<file path="src/srcd_pkg.sv">
/*
  constants for the strap resistor configuration decoder: register map,
  tolerance bins, decode tables, timing.
  assumes a 100 mhz pclk and strap readings coded in units of 10 ohm.
*/
package srcd_pkg;

  // apb register byte offsets
  localparam logic [11:0] CTRL_OFF = 12'h000;
  localparam logic [11:0] STATUS_OFF = 12'h004;
  localparam logic [11:0] BINS_OFF = 12'h008;
  localparam logic [11:0] CORE_OFS_OFF = 12'h00c;
  localparam logic [11:0] NB_OFS_OFF = 12'h010;
  localparam logic [11:0] SLEW_MAP_OFF = 12'h014;

  // field positions
  localparam int CTRL_AUTO_BIT = 0;
  localparam int ST_LOCKED_BIT = 3;
  localparam int ST_ERR_BIT = 4;
  localparam int SM_DRV_NB_BIT = 8;
  localparam int SM_PWM_NB_BIT = 9;

  // reset values
  localparam logic CTRL_AUTO_RST = 1'b1;

  // timing: settle before the first reading
  localparam int CLK_PERIOD_NS = 10;
  localparam int SETTLE_NS = 2000;
  localparam int SETTLE_CYC = (SETTLE_NS + CLK_PERIOD_NS - 1) / CLK_PERIOD_NS;
  localparam int RETRY_MAX = 3;

  // bins, window limits in 10 ohm units
  localparam logic [3:0] BIN_OPEN = 4'hf;
  localparam logic [3:0] BIN_FIRST_NB_MAP = 4'h8;
  localparam logic [15:0] OPEN_MIN = 16'h7530;
  localparam logic [15:0] BIN_MIN [0:14] = '{
    16'd554, 16'd776, 16'd1133, 16'd1665, 16'd1930, 16'd2453, 16'd3349, 16'd4058,
    16'd5152, 16'd7210, 16'd9387, 16'd11919, 16'd15169, 16'd17927, 16'd20685};
  localparam logic [15:0] BIN_MAX [0:14] = '{
    16'd570, 16'd798, 16'd1167, 16'd1715, 16'd1989, 16'd2527, 16'd3451, 16'd4181,
    16'd5308, 16'd7429, 16'd9672, 16'd12281, 16'd15631, 16'd18473, 16'd21315};

  // offsets in 10 uv units, index by bin
  localparam logic signed [15:0] CORE_OFS [0:15] = '{
    -16'sd4375, -16'sd3750, -16'sd3125, -16'sd2500, -16'sd1875, -16'sd1250,
    -16'sd625, 16'sd625, 16'sd1875, 16'sd3125, 16'sd4376, 16'sd5000,
    16'sd3750, 16'sd2500, 16'sd1250, 16'sd0};
  localparam logic signed [15:0] NB_OFS [0:15] = '{
    16'sd1875, 16'sd3125, 16'sd4376, 16'sd5000, 16'sd3750, 16'sd2500,
    16'sd1250, 16'sd0, 16'sd1875, 16'sd3125, 16'sd4376, 16'sd5000,
    16'sd3750, 16'sd2500, 16'sd1250, 16'sd0};

  // slew rate in 0.1 mv/us, index by bin modulo four
  localparam logic [7:0] SLEW_TAB [0:3] = '{8'd200, 8'd150, 8'd125, 8'd100};

  typedef enum logic [2:0] {
    SRCD_IDLE = 3'b000,
    SRCD_SETTLE = 3'b001,
    SRCD_MEASURE = 3'b010,
    SRCD_LOCKED = 3'b011
  } srcd_state_e;

endpackage : srcd_pkg

</file>
<file path="src/srcd_decoder.sv">
/*
  strap resistor configuration decoder top: sequences the three strap
  readings in soft-start, classifies, decodes and latches the settings,
  and exposes them over apb.
  assumes an external measurement front end answering meas_req with
  meas_valid, and enable_ok low whenever enable or power-on is lost.
*/
`timescale 1ns/1ps
module srcd_decoder (
  // clock and reset
  input wire logic pclk,
  input wire logic presetn,
  // apb
  input wire logic psel,
  input wire logic penable,
  input wire logic pwrite,
  input wire logic [11:0] paddr,
  input wire logic [31:0] pwdata,
  output logic [31:0] prdata,
  output logic pready,
  output logic pslverr,
  // power state
  input wire logic enable_ok,
  // strap measurement
  output logic meas_req,
  output logic [1:0] meas_sel,
  input wire logic meas_valid,
  input wire logic [15:0] meas_code,
  input wire logic meas_open,
  // decoded settings
  output logic config_ready,
  output logic signed [15:0] core_offset,
  output logic signed [15:0] nb_offset,
  output logic [7:0] slew_rate,
  output logic drv_to_nb,
  output logic pwm_to_nb
);

  srcd_pkg::srcd_state_e state;
  srcd_pkg::srcd_state_e next_state;
  logic [15:0] settle_cnt;
  logic [1:0] retry_cnt;
  logic [3:0] core_bin;
  logic [3:0] nb_bin;
  logic [3:0] map_bin;
  logic [3:0] cls_bin;
  logic cls_hit;
  logic signed [15:0] core_dec;
  logic signed [15:0] nb_dec;
  logic auto_start;
  logic range_err;
  logic take;
  logic last_strap;
  logic give_up;
  logic wr_en;
  logic rd_setup;
  logic addr_ok;

  srcd_bin_classify u_cls (
    .code(meas_code),
    .open_pin(meas_open),
    .bin(cls_bin),
    .hit(cls_hit)
  );

  srcd_offset_lut #(.IS_NB(1'b0)) u_core_lut (
    .bin(core_bin),
    .offset(core_dec)
  );

  srcd_offset_lut #(.IS_NB(1'b1)) u_nb_lut (
    .bin(nb_bin),
    .offset(nb_dec)
  );

  // a reading counts once valid arrives while requested
  assign take = (state == srcd_pkg::SRCD_MEASURE) && meas_req && meas_valid;
  assign last_strap = (meas_sel == 2'd2);
  // a strap that keeps missing every window falls back to open, so
  // soft-start never hangs on a bad resistor
  assign give_up = retry_cnt == 2'(srcd_pkg::RETRY_MAX);

  always_comb begin
    next_state = state;
    case (state)
      srcd_pkg::SRCD_IDLE: begin
        if (enable_ok && auto_start) begin
          next_state = srcd_pkg::SRCD_SETTLE;
        end
      end
      srcd_pkg::SRCD_SETTLE: begin
        if (settle_cnt == 16'(srcd_pkg::SETTLE_CYC - 1)) begin
          next_state = srcd_pkg::SRCD_MEASURE;
        end
      end
      srcd_pkg::SRCD_MEASURE: begin
        if (take && (cls_hit || give_up) && last_strap) begin
          next_state = srcd_pkg::SRCD_LOCKED;
        end
      end
      srcd_pkg::SRCD_LOCKED: begin
        next_state = srcd_pkg::SRCD_LOCKED;
      end
      default: begin
        next_state = srcd_pkg::SRCD_IDLE;
      end
    endcase
    if (!enable_ok) begin
      next_state = srcd_pkg::SRCD_IDLE;
    end
  end

  always_ff @(posedge pclk or negedge presetn) begin
    if (!presetn) begin
      state <= srcd_pkg::SRCD_IDLE;
    end else begin
      state <= next_state;
    end
  end

  always_ff @(posedge pclk or negedge presetn) begin
    if (!presetn) begin
      settle_cnt <= 16'h0000;
    end else if (state == srcd_pkg::SRCD_SETTLE) begin
      settle_cnt <= settle_cnt + 16'h0001;
    end else begin
      settle_cnt <= 16'h0000;
    end
  end

  // strap sequencing: core, nb, mapping/rate
  always_ff @(posedge pclk or negedge presetn) begin
    if (!presetn) begin
      meas_req <= 1'b0;
      meas_sel <= 2'd0;
      retry_cnt <= 2'd0;
    end else if (next_state != srcd_pkg::SRCD_MEASURE) begin
      meas_req <= 1'b0;
      meas_sel <= 2'd0;
      retry_cnt <= 2'd0;
    end else if (state != srcd_pkg::SRCD_MEASURE) begin
      meas_req <= 1'b1;
    end else if (take) begin
      // drop the request one cycle so each reading is a fresh one
      meas_req <= 1'b0;
      if (cls_hit || give_up) begin
        meas_sel <= meas_sel + 2'd1;
        retry_cnt <= 2'd0;
      end else begin
        retry_cnt <= retry_cnt + 2'd1;
      end
    end else begin
      meas_req <= 1'b1;
    end
  end

  always_ff @(posedge pclk or negedge presetn) begin
    if (!presetn) begin
      core_bin <= srcd_pkg::BIN_OPEN;
      nb_bin <= srcd_pkg::BIN_OPEN;
      map_bin <= srcd_pkg::BIN_OPEN;
    end else if (take && (cls_hit || give_up)) begin
      case (meas_sel)
        2'd0: core_bin <= cls_hit ? cls_bin : srcd_pkg::BIN_OPEN;
        2'd1: nb_bin <= cls_hit ? cls_bin : srcd_pkg::BIN_OPEN;
        default: map_bin <= cls_hit ? cls_bin : srcd_pkg::BIN_OPEN;
      endcase
    end
  end

  // outputs change only on entry to locked, and clear on restart
  always_ff @(posedge pclk or negedge presetn) begin
    if (!presetn) begin
      config_ready <= 1'b0;
      core_offset <= 16'sh0000;
      nb_offset <= 16'sh0000;
      slew_rate <= 8'h00;
      drv_to_nb <= 1'b0;
      pwm_to_nb <= 1'b0;
    end else if (state == srcd_pkg::SRCD_IDLE) begin
      config_ready <= 1'b0;
      core_offset <= 16'sh0000;
      nb_offset <= 16'sh0000;
      slew_rate <= 8'h00;
      drv_to_nb <= 1'b0;
      pwm_to_nb <= 1'b0;
    end else if (state == srcd_pkg::SRCD_LOCKED && !config_ready) begin
      config_ready <= 1'b1;
      core_offset <= core_dec;
      nb_offset <= nb_dec;
      slew_rate <= srcd_pkg::SLEW_TAB[map_bin[1:0]];
      // one bit steers both, so they can never share a regulator
      drv_to_nb <= map_bin >= srcd_pkg::BIN_FIRST_NB_MAP;
      pwm_to_nb <= map_bin < srcd_pkg::BIN_FIRST_NB_MAP;
    end
  end

  // apb slave: zero wait states, read data captured in setup
  assign pready = 1'b1;
  assign wr_en = psel && penable && pwrite && addr_ok;
  assign rd_setup = psel && !penable && !pwrite;

  always_comb begin
    case (paddr)
      srcd_pkg::CTRL_OFF,
      srcd_pkg::STATUS_OFF,
      srcd_pkg::BINS_OFF,
      srcd_pkg::CORE_OFS_OFF,
      srcd_pkg::NB_OFS_OFF,
      srcd_pkg::SLEW_MAP_OFF: addr_ok = 1'b1;
      default: addr_ok = 1'b0;
    endcase
  end

  assign pslverr = psel && penable && !addr_ok;

  always_ff @(posedge pclk or negedge presetn) begin
    if (!presetn) begin
      auto_start <= srcd_pkg::CTRL_AUTO_RST;
    end else if (wr_en && paddr == srcd_pkg::CTRL_OFF) begin
      auto_start <= pwdata[srcd_pkg::CTRL_AUTO_BIT];
    end
  end

  // sticky miss flag, write one to clear; a new miss wins over the clear
  always_ff @(posedge pclk or negedge presetn) begin
    if (!presetn) begin
      range_err <= 1'b0;
    end else if (take && !cls_hit) begin
      range_err <= 1'b1;
    end else if (wr_en && paddr == srcd_pkg::STATUS_OFF && pwdata[srcd_pkg::ST_ERR_BIT]) begin
      range_err <= 1'b0;
    end
  end

  always_ff @(posedge pclk or negedge presetn) begin
    if (!presetn) begin
      prdata <= 32'h00000000;
    end else if (rd_setup) begin
      prdata <= 32'h00000000;
      case (paddr)
        srcd_pkg::CTRL_OFF: prdata[srcd_pkg::CTRL_AUTO_BIT] <= auto_start;
        srcd_pkg::STATUS_OFF: begin
          prdata[2:0] <= state;
          prdata[srcd_pkg::ST_LOCKED_BIT] <= config_ready;
          prdata[srcd_pkg::ST_ERR_BIT] <= range_err;
        end
        srcd_pkg::BINS_OFF: prdata[11:0] <= {map_bin, nb_bin, core_bin};
        srcd_pkg::CORE_OFS_OFF: prdata <= 32'(core_offset);
        srcd_pkg::NB_OFS_OFF: prdata <= 32'(nb_offset);
        srcd_pkg::SLEW_MAP_OFF: begin
          prdata[7:0] <= slew_rate;
          prdata[srcd_pkg::SM_DRV_NB_BIT] <= drv_to_nb;
          prdata[srcd_pkg::SM_PWM_NB_BIT] <= pwm_to_nb;
        end
        default: prdata <= 32'h00000000;
      endcase
    end
  end

endmodule : srcd_decoder

</file>
<file path="src/srcd_bin_classify.sv">
/*
  classifies one strap reading into a tolerance bin.
  assumes the reading is already digitised and stable while valid.
*/
`timescale 1ns/1ps
module srcd_bin_classify (
  // reading
  input wire logic [15:0] code,
  input wire logic open_pin,
  // result
  output logic [3:0] bin,
  output logic hit
);

  always_comb begin
    bin = srcd_pkg::BIN_OPEN;
    hit = 1'b0;
    if (open_pin || code >= srcd_pkg::OPEN_MIN) begin
      hit = 1'b1;
    end else begin
      for (int i = 0; i < 15; i++) begin
        if (code >= srcd_pkg::BIN_MIN[i] && code <= srcd_pkg::BIN_MAX[i]) begin
          bin = 4'(i);
          hit = 1'b1;
        end
      end
    end
  end

endmodule : srcd_bin_classify

</file>
<file path="src/srcd_offset_lut.sv">
/*
  maps an offset strap bin to a signed offset in 10 uv units.
  assumes the bin is held stable by the caller.
*/
`timescale 1ns/1ps
module srcd_offset_lut #(
  parameter bit IS_NB = 1'b0
) (
  // bin in
  input wire logic [3:0] bin,
  // offset out
  output logic signed [15:0] offset
);

  always_comb begin
    if (IS_NB) begin
      offset = srcd_pkg::NB_OFS[bin];
    end else begin
      offset = srcd_pkg::CORE_OFS[bin];
    end
  end

endmodule : srcd_offset_lut

</file>
<file path="config.mk">
export PLATFORM = sky130hd
export DESIGN_NAME = srcd_decoder
export DESIGN_NICKNAME = d
export VERILOG_FILES = /design/src/srcd_pkg.sv /design/src/srcd_decoder.sv /design/src/srcd_bin_classify.sv /design/src/srcd_offset_lut.sv
export SDC_FILE = /design/constraint.sdc
export NUM_CORES = 1
export LEC_CHECK = 0
export ABC_CLOCK_PERIOD_IN_PS = 1850
export BUFFER_PORTS_ARGS = -buffer_cell sky130_fd_sc_hd__buf_2
export CAP_MARGIN = 25
export CORE_MARGIN = 5
export CORE_UTILIZATION = 45
export CTS_BUF_LIST = sky130_fd_sc_hd__clkbuf_8
export DETAILED_ROUTE_END_ITERATION = 10
export PLACE_DENSITY = 0.8
export SYNTH_ARGS = -nofsm -noshare
export SYNTH_HDL_FRONTEND = slang
export SYNTH_SLANG_ARGS = --single-unit
</file>
<file path="constraint.sdc">
create_clock -name pclk -period 1.85 [get_ports pclk]
set_clock_uncertainty 0.15 [all_clocks]
set_input_delay 0.0925 -clock pclk [delete_from_list [all_inputs] [get_ports pclk]]
set_output_delay 0.0925 -clock pclk [all_outputs]
set_load 0.02 [all_outputs]
</file>
Word level (Yosys, flattened, before mapping)
Memories as Yosys holds them, arrays and structs flattened. Cells that the tools add are included.

Flip-flop bits (word level): 113. Bits in latches: 0. RAM bits: 0. ROM bits: 512. Logic and storage cells: 206. Memories kept: 2.

Memories: (no name shown) (depth 16, width 16, read ports 1, clocked after Yosys merged registers in 0, wr ports 0, line srcd_offset_lut.sv:17) `offset = srcd_pkg::NB_OFS[bin];`; (no name shown) (depth 16, width 16, read ports 1, clocked after Yosys merged registers in 0, wr ports 0, line srcd_offset_lut.sv:19) `offset = srcd_pkg::CORE_OFS[bin];`.

Add/sub/neg operators: 3. Multipliers: 0. Div/mod/pow operators: 0. Magnitude comparators: 36. Equal/unequal tests: 15. Shifts and indexed selects: 0. Mux-type cells: 77. Bitwise logic cells: 4. Reductions and logical operators: 52.

Operators by type and width (count): 16-bit two-way mux (9); 4-bit two-way mux (17); 16-bit by 11-bit greater-or-equal comparator with 1-bit output (second input constant) (3); 16-bit by 12-bit greater-or-equal comparator with 1-bit output (second input constant) (3); 16-bit by 14-bit greater-or-equal comparator with 1-bit output (second input constant) (3); 16-bit by 15-bit greater-or-equal comparator with 1-bit output (second input constant) (3); 16-bit by 11-bit less-or-equal comparator with 1-bit output (second input constant) (3); 16-bit by 13-bit less-or-equal comparator with 1-bit output (second input constant) (3); 16-bit by 14-bit less-or-equal comparator with 1-bit output (second input constant) (3); 20-bit case mux with 2 select lines (1); 16-bit by 10-bit greater-or-equal comparator with 1-bit output (second input constant) (2); 16-bit by 13-bit greater-or-equal comparator with 1-bit output (second input constant) (2); 16-bit by 10-bit less-or-equal comparator with 1-bit output (second input constant) (2); 16-bit by 12-bit less-or-equal comparator with 1-bit output (second input constant) (2); 16-bit by 15-bit less-or-equal comparator with 1-bit output (second input constant) (2); 8-bit two-way mux (4); 1-bit logical AND (31); 1-bit two-way mux (28); 12-bit by 4-bit equality test with 1-bit output (second input constant) (2); 12-bit by 5-bit equality test with 1-bit output (second input constant) (2); 4-bit case mux with 5 select lines (1); 5-bit case mux with 4 select lines (1); 16-bit by 1-bit adder with 16-bit output (second input constant) (1); 8-bit binary-select mux with 2-bit select (1); 31 further kinds (58).

Logic depth before layout (Yosys ltp)
Depth in word-level cells: 27. Mapped depth: 10.

Cells and area by module
A second synthesis with hierarchy kept.

Cells, all modules: 683. Area, all modules: 6586.3 µm².

Modules (own cells, without submodules): srcd_decoder (instances 1, cells an instance 440, area an instance 4822.1 µm², seq. area each 2443.6 µm²); srcd_bin_classify (instances 1, cells an instance 163, area an instance 1121.1 µm², seq. area each 0.0 µm²); srcd_offset_lut (u_core_lut) (instances 1, cells an instance 47, area an instance 412.9 µm², seq. area each 0.0 µm²); srcd_offset_lut (u_nb_lut) (instances 1, cells an instance 33, area an instance 230.2 µm², seq. area each 0.0 µm²).

Worst setup path before layout
OpenSTA, ideal clock, no wires.

Path kind: input to register. Start point: in meas_code[2]. End point: reg meas_sel[0]. Data arrival time: 2230 ps. Path slack: -655 ps. Cell stages on the path: 9. Buffers on the path: 2. Cell sequence: buf_4 -> or4_4 -> o21a_1 -> o311ai_2 -> o311ai_1 -> nand4bb_1 -> buf_2 -> o31ai_2 -> mux2_2.

Cells in the longest elaborated chain, start to end: 27. Elaborated cells between the ends (all ways): 75.

Ends and longest elaborated chain: from (decl) (line srcd_decoder.sv:28) `input wire logic [15:0] meas_code,`; 16-bit by 10-bit greater-or-equal comparator with 1-bit output / 16-bit by 10-bit less-or-equal comparator with 1-bit output (equally long branches) (line srcd_bin_classify.sv:22) `if (code >= srcd_pkg::BIN_MIN[i] && code <= srcd_pkg::BIN_MAX[i]) begin`; 1-bit logical AND (line srcd_bin_classify.sv:22); 1-bit two-way mux (15 in series) (line srcd_bin_classify.sv:22); 1-bit two-way mux (*) (line srcd_bin_classify.sv:18) `if (open_pin || code >= srcd_pkg::OPEN_MIN) begin`; 1-bit logical OR (*) (line srcd_decoder.sv:97, srcd_decoder.sv:146); 1-bit logical AND (2 in series) (line srcd_decoder.sv:97) `if (take && (cls_hit || give_up) && last_strap) begin`; 3-bit two-way mux (line srcd_decoder.sv:97); 3-bit case mux with 4 select lines (line srcd_decoder.sv:85) `case (state)`; 3-bit two-way mux (line srcd_decoder.sv:108) `if (!enable_ok) begin`; 3-bit by 2-bit inequality test with 1-bit output (line srcd_decoder.sv:137) `end else if (next_state != srcd_pkg::SRCD_MEASURE) begin`; 2-bit inequality test (no source line) / 2-bit nonzero test (equally long branches); 3-bit AND reduction (no source line); to (signal assigned) (line srcd_decoder.sv:147) `meas_sel <= meas_sel + 2'd1;`; to (decl) (line srcd_decoder.sv:26) `output logic [1:0] meas_sel,`.

Every way passes the cells marked *; elsewhere a longest branch is shown, timed or not. A chain may end at the register's enable or synchronous reset.

Worst setup path in the final report
Start point: in meas_code[0]. End point: reg meas_sel[0].

Same word-level chain as after synthesis.

==> flow_results.org <==
** Die
- Row generation in the floorplan step produced 42 rows.
- The core region is 13100 sq um.
- Io pins :: 148
- Initial standard-cell utilization of the core :: 0.452
- The floorplan step set the die height to 125 um.
- Die area :: 15600 sq um
- Width of the die :: 125 um

** Synthesis
- Counting flops and latches in the post-synthesis netlist gives 88.
- Counting flops with an async set or reset pin after synthesis yields a share of 1.00.
- Cell types occupying the most area after synthesis :: sky130_fd_sc_hd__dfrtp_1 32%, sky130_fd_sc_hd__dfstp_2 5.8%, sky130_fd_sc_hd__nand2_1 5.5%
- The cell area that synthesis handed to floorplanning was 5920 sq um.
- Flip-flop cell with the highest count after synthesis :: sky130_fd_sc_hd__dfrtp_1
- Yosys warning count :: 0
- Post-synth top area share :: 0.317
- The cell count after synthesis came out at 687.
- Library cells used by synthesis :: 79
- Counting instances in the post-synthesis netlist gives the leading cell types as 87 x sky130_fd_sc_hd__nand2_1, 75 x sky130_fd_sc_hd__dfrtp_1, 65 x sky130_fd_sc_hd__o21ai_0.
- Yosys instantiated no cell more often than sky130_fd_sc_hd__nand2_1.
- Each instance of the synthesized netlist takes up on average 8.62 sq um.
- The largest total area in the synthesized netlist belongs to sky130_fd_sc_hd__dfrtp_1.
- In this run, synthesis inferred 0 flip-flops with an integrated enable.
- The share of the Yosys chip area taken by registers is 0.375.

** Detailed routing
- Routed wire length per instance :: 17.1 um
- Aggregate routed wire length :: 18400 um
- In this run the remaining antenna-violating nets after routing total 0.
- Via count normalized by instance count :: 5.78
- The first detailed-routing pass ran for 6 iterations.
- Starting DRT DRC Count :: 473
- DRC :: 0
- Vias :: 6197

** Final layout
- Layout Utilization :: 0.614
- Of the cells placed in the final design, the portion with a size suffix greater than 1 is 0.387.
- After the last flow step, the layout net total stands at 979.
- Compared with the post-synthesis result, the final layout area differs by 35.7%.
- Number of antenna cells inserted :: 0

** Setup path
- The largest individual stage delay along the critical path comes from the cell sky130_fd_sc_hd__or4_4.
- Cell occurring most often along the worst timing path :: sky130_fd_sc_hd__buf_4
- In this run the worst path has a maximum fanout of 11.
- Number of cells on the critical path :: 10
- Reg-to-reg endpoint :: meas_sel[0]$_DFFE_PN0P_
- Chain of cells forming the critical path :: buf_2 -> buf_4 -> o211ai_1 -> a21oi_1 -> or4_4 -> a41oi_2 -> nand4_1 -> buf_4 -> o31ai_4 -> mux2_4
- Arrival time reported for the critical path endpoint :: 2350 ps
- The worst setup path is launched from a primary input.
- The worst register-to-register path begins at settle_cnt[9]$_DFF_PN0_.
- Delay of the slowest cell on the worst path :: 440 ps
- Family of cells with the greatest summed delay on the critical path :: compound AO/OA/AOI/OAI gates
- Worst reg-to-reg setup slack :: -240 ps
- The worst setup path is of the primary input to flip-flop kind.
- Reg2reg path depth :: 6
- For the worst setup path, the data required time is 1940 ps.
- Critical path endpoint category :: flip-flop
- The number of buffers and inverters on the critical path is 3.

** STA
- Setup repair after global routing missed its margin :: yes
- Headroom to the max-slew limit came out at 0.613.
- Slew at the pin closest to its max-slew limit :: 566 ps
- Count of final setup violators :: 19
- The total count of hold-check failures in the final report was 0.
- Worst hold slack :: 83.3 ps
- Subtracting the final worst setup slack from the clock period gives 2260 ps.
- Fmax :: 0.443 GHz
- The number of pins with negative max-slew slack in the final report was 0.
- Post-route worst setup slack :: -407 ps
- In the finished design, the share of the clock period the worst path needs comes to 1.22.
- Final TNS setup :: -5060 ps

** Global route
- Entering global routing, the biggest net connects 42 pins.
- Via count of the first global-routing pass :: 5887
- GRT overflow :: 0
- The initial antenna violation count was 0.
- Total routing resource utilization after global routing :: 0.227
- First-pass GRT wire length :: 29600 um

** Hold path
- Hold/Removal Path Class :: primary input to flip-flop
- Start point of the worst min-delay path :: meas_valid
- Min-Delay Path Depth :: 4
- The worst hold path terminates at range_err$_DFFE_PN0P_.

** Placement
- Global placer's final weighted congestion :: 0.951
- # port buffers :: 113
- Worst slack at placement :: -881 ps
- The HPWL after detailed placement is 13400 um.

** Job
- Total of max-cap violations :: 0

** Clock network
- CTS Buf Count :: 9
- The later pin in the worst-skew pair is clocked with a latency of 360 ps.
- In this run the clock root is driven by a sky130_fd_sc_hd__clkbuf_8.
- No sink is reached through more buffers than the 2 on the longest clock path.
- The tree built by TritonCTS fans out to 88 sinks.
- CTS H-Tree Depth :: 3
- Clock tree from TritonCTS :: built
- Clock transition time at the flip-flop clock pins of the worst setup and hold paths :: 80 ps

** Outcome
- Violated checks :: setup timing
- The run finished, with violations left.

** Power and ir drop
- PD cells :: 475 nW/um^2
- Maximum ir drop on the vdd rail :: 0.000347 V
- The analysis attributes to cell leakage a power of 3.84 nW.
-- stage by stage --
step / area [sq um] / instances / total power, mW
5_1_grt: 8030 / 1072 / 3.94
4_1_cts: 7790 / 1058 / 3.80
6_report: 8030 / 1072 / 3.82
3_5_place_dp: 7350 / 1032 / 2.46
2_1_floorplan: 5980 / 690 / 2.21
3_3_place_gp: 7350 / 1032 / 2.46
-- final cells by class --
type	count	area [sq um]
Clock buffer	10	138
Sequential cell	88	2220
Clock inverter	6	60.1
Inverter	20	75.1
Multi-Input combinational cell	509	3520
Tap cell	176	220
Fill cell	1080	5050
Timing Repair Buffer	263	1800
-- repair_timing --
action / 4_1_cts / 5_1_grt
cloned: 0 / 0
hold buffers: 6 / 0
resized for setup: 27 / 32
pin swaps: 16 / 19
setup buffers: 4 / 14
hold endpoints to repair: 92 / 0
setup endpoints to repair: 19 / 32
-- registers in the layout, summed over array words and instances (netlist names), 4 cells and up --
signal / count
nb_bin: 4
settle_cnt: 16
slew_rate: 8
prdata: 14
nb_offset: 11
map_bin: 4
core_bin: 4
core_offset: 14
-- logic make-up (layout without fill, tap and decap cells) --
kind of cell,count (synthesis),count (layout),synth area share
other cells,2,5,0.00127
buf+inv,93,299,0.0818
simple gates,260,260,0.226
xor+xnor,15,15,0.0222
flops,88,88,0.375
fa+ha+maj,20,20,0.0423
compound gates,194,194,0.225
mux,15,15,0.0262
-- layer usage --
metal	global-route usage	up-vias	wire (um)
met5	0	-	0
met4	0.0819	0	612
met3	0.0360	50	1160
met2	0.389	272	9220
met1	0.289	2965	7370
li1	-	2910	-
-- placed cells by master (no fill, tap or decap), types with 5 or more instances in the layout --
master,count
sky130_fd_sc_hd__dlygate4sd3_1,6
sky130_fd_sc_hd__clkbuf_8,10
sky130_fd_sc_hd__nand2_1,86
sky130_fd_sc_hd__nor3_1,7
sky130_fd_sc_hd__o211ai_1,6
sky130_fd_sc_hd__conb_1,5
sky130_fd_sc_hd__ha_1,19
sky130_fd_sc_hd__nand3_1,13
sky130_fd_sc_hd__a21oi_1,24
sky130_fd_sc_hd__or2_2,5
sky130_fd_sc_hd__nor2_1,54
sky130_fd_sc_hd__buf_12,5
sky130_fd_sc_hd__buf_6,6
sky130_fd_sc_hd__nor4_1,7
sky130_fd_sc_hd__mux2i_1,11
sky130_fd_sc_hd__dfstp_2,13
sky130_fd_sc_hd__a32oi_1,7
sky130_fd_sc_hd__buf_2,110
sky130_fd_sc_hd__and3_1,9
sky130_fd_sc_hd__o21ai_0,63
sky130_fd_sc_hd__nand4b_1,5
sky130_fd_sc_hd__xor2_1,11
sky130_fd_sc_hd__dfrtp_1,75
sky130_fd_sc_hd__a222oi_1,5
sky130_fd_sc_hd__buf_4,136
sky130_fd_sc_hd__a211oi_1,6
sky130_fd_sc_hd__inv_1,22
sky130_fd_sc_hd__a22o_1,7
sky130_fd_sc_hd__nand4_1,12
-- where the power goes --
group / switching, mW / leakage (nW) / internal, mW
combinational: 0.311 / 2.54 / 0.242
sequential: 0.00274 / 1.18 / 1.92
clock: 0.680 / 0.109 / 0.657
total: 0.993 / 3.84 / 2.82
-- tightest hold or removal path: cells and delay by family --
family	cells	cell delay [ps]
AND/OR/NAND/NOR	1	130
buffers and inverters	2	260
AO/OA/AOI/OAI	1	70
-- worst max path at each step --
| stage | slack [ps] | to | from |
|---|---|---|---|
| global placement | -770 | meas_sel[0]$_DFFE_PN0P_ | meas_code[0] |
| global route | -430 | meas_sel[0]$_DFFE_PN0P_ | meas_code[0] |
| finish | -410 | meas_sel[0]$_DFFE_PN0P_ | meas_code[0] |
| detailed placement | -880 | meas_sel[0]$_DFFE_PN0P_ | meas_code[0] |
| floorplan | -610 | meas_sel[0]$_DFFE_PN0P_ | meas_code[2] |
| CTS | -400 | meas_sel[0]$_DFFE_PN0P_ | meas_code[1] |
No activity file was read; power rests on OpenSTA's default activity.
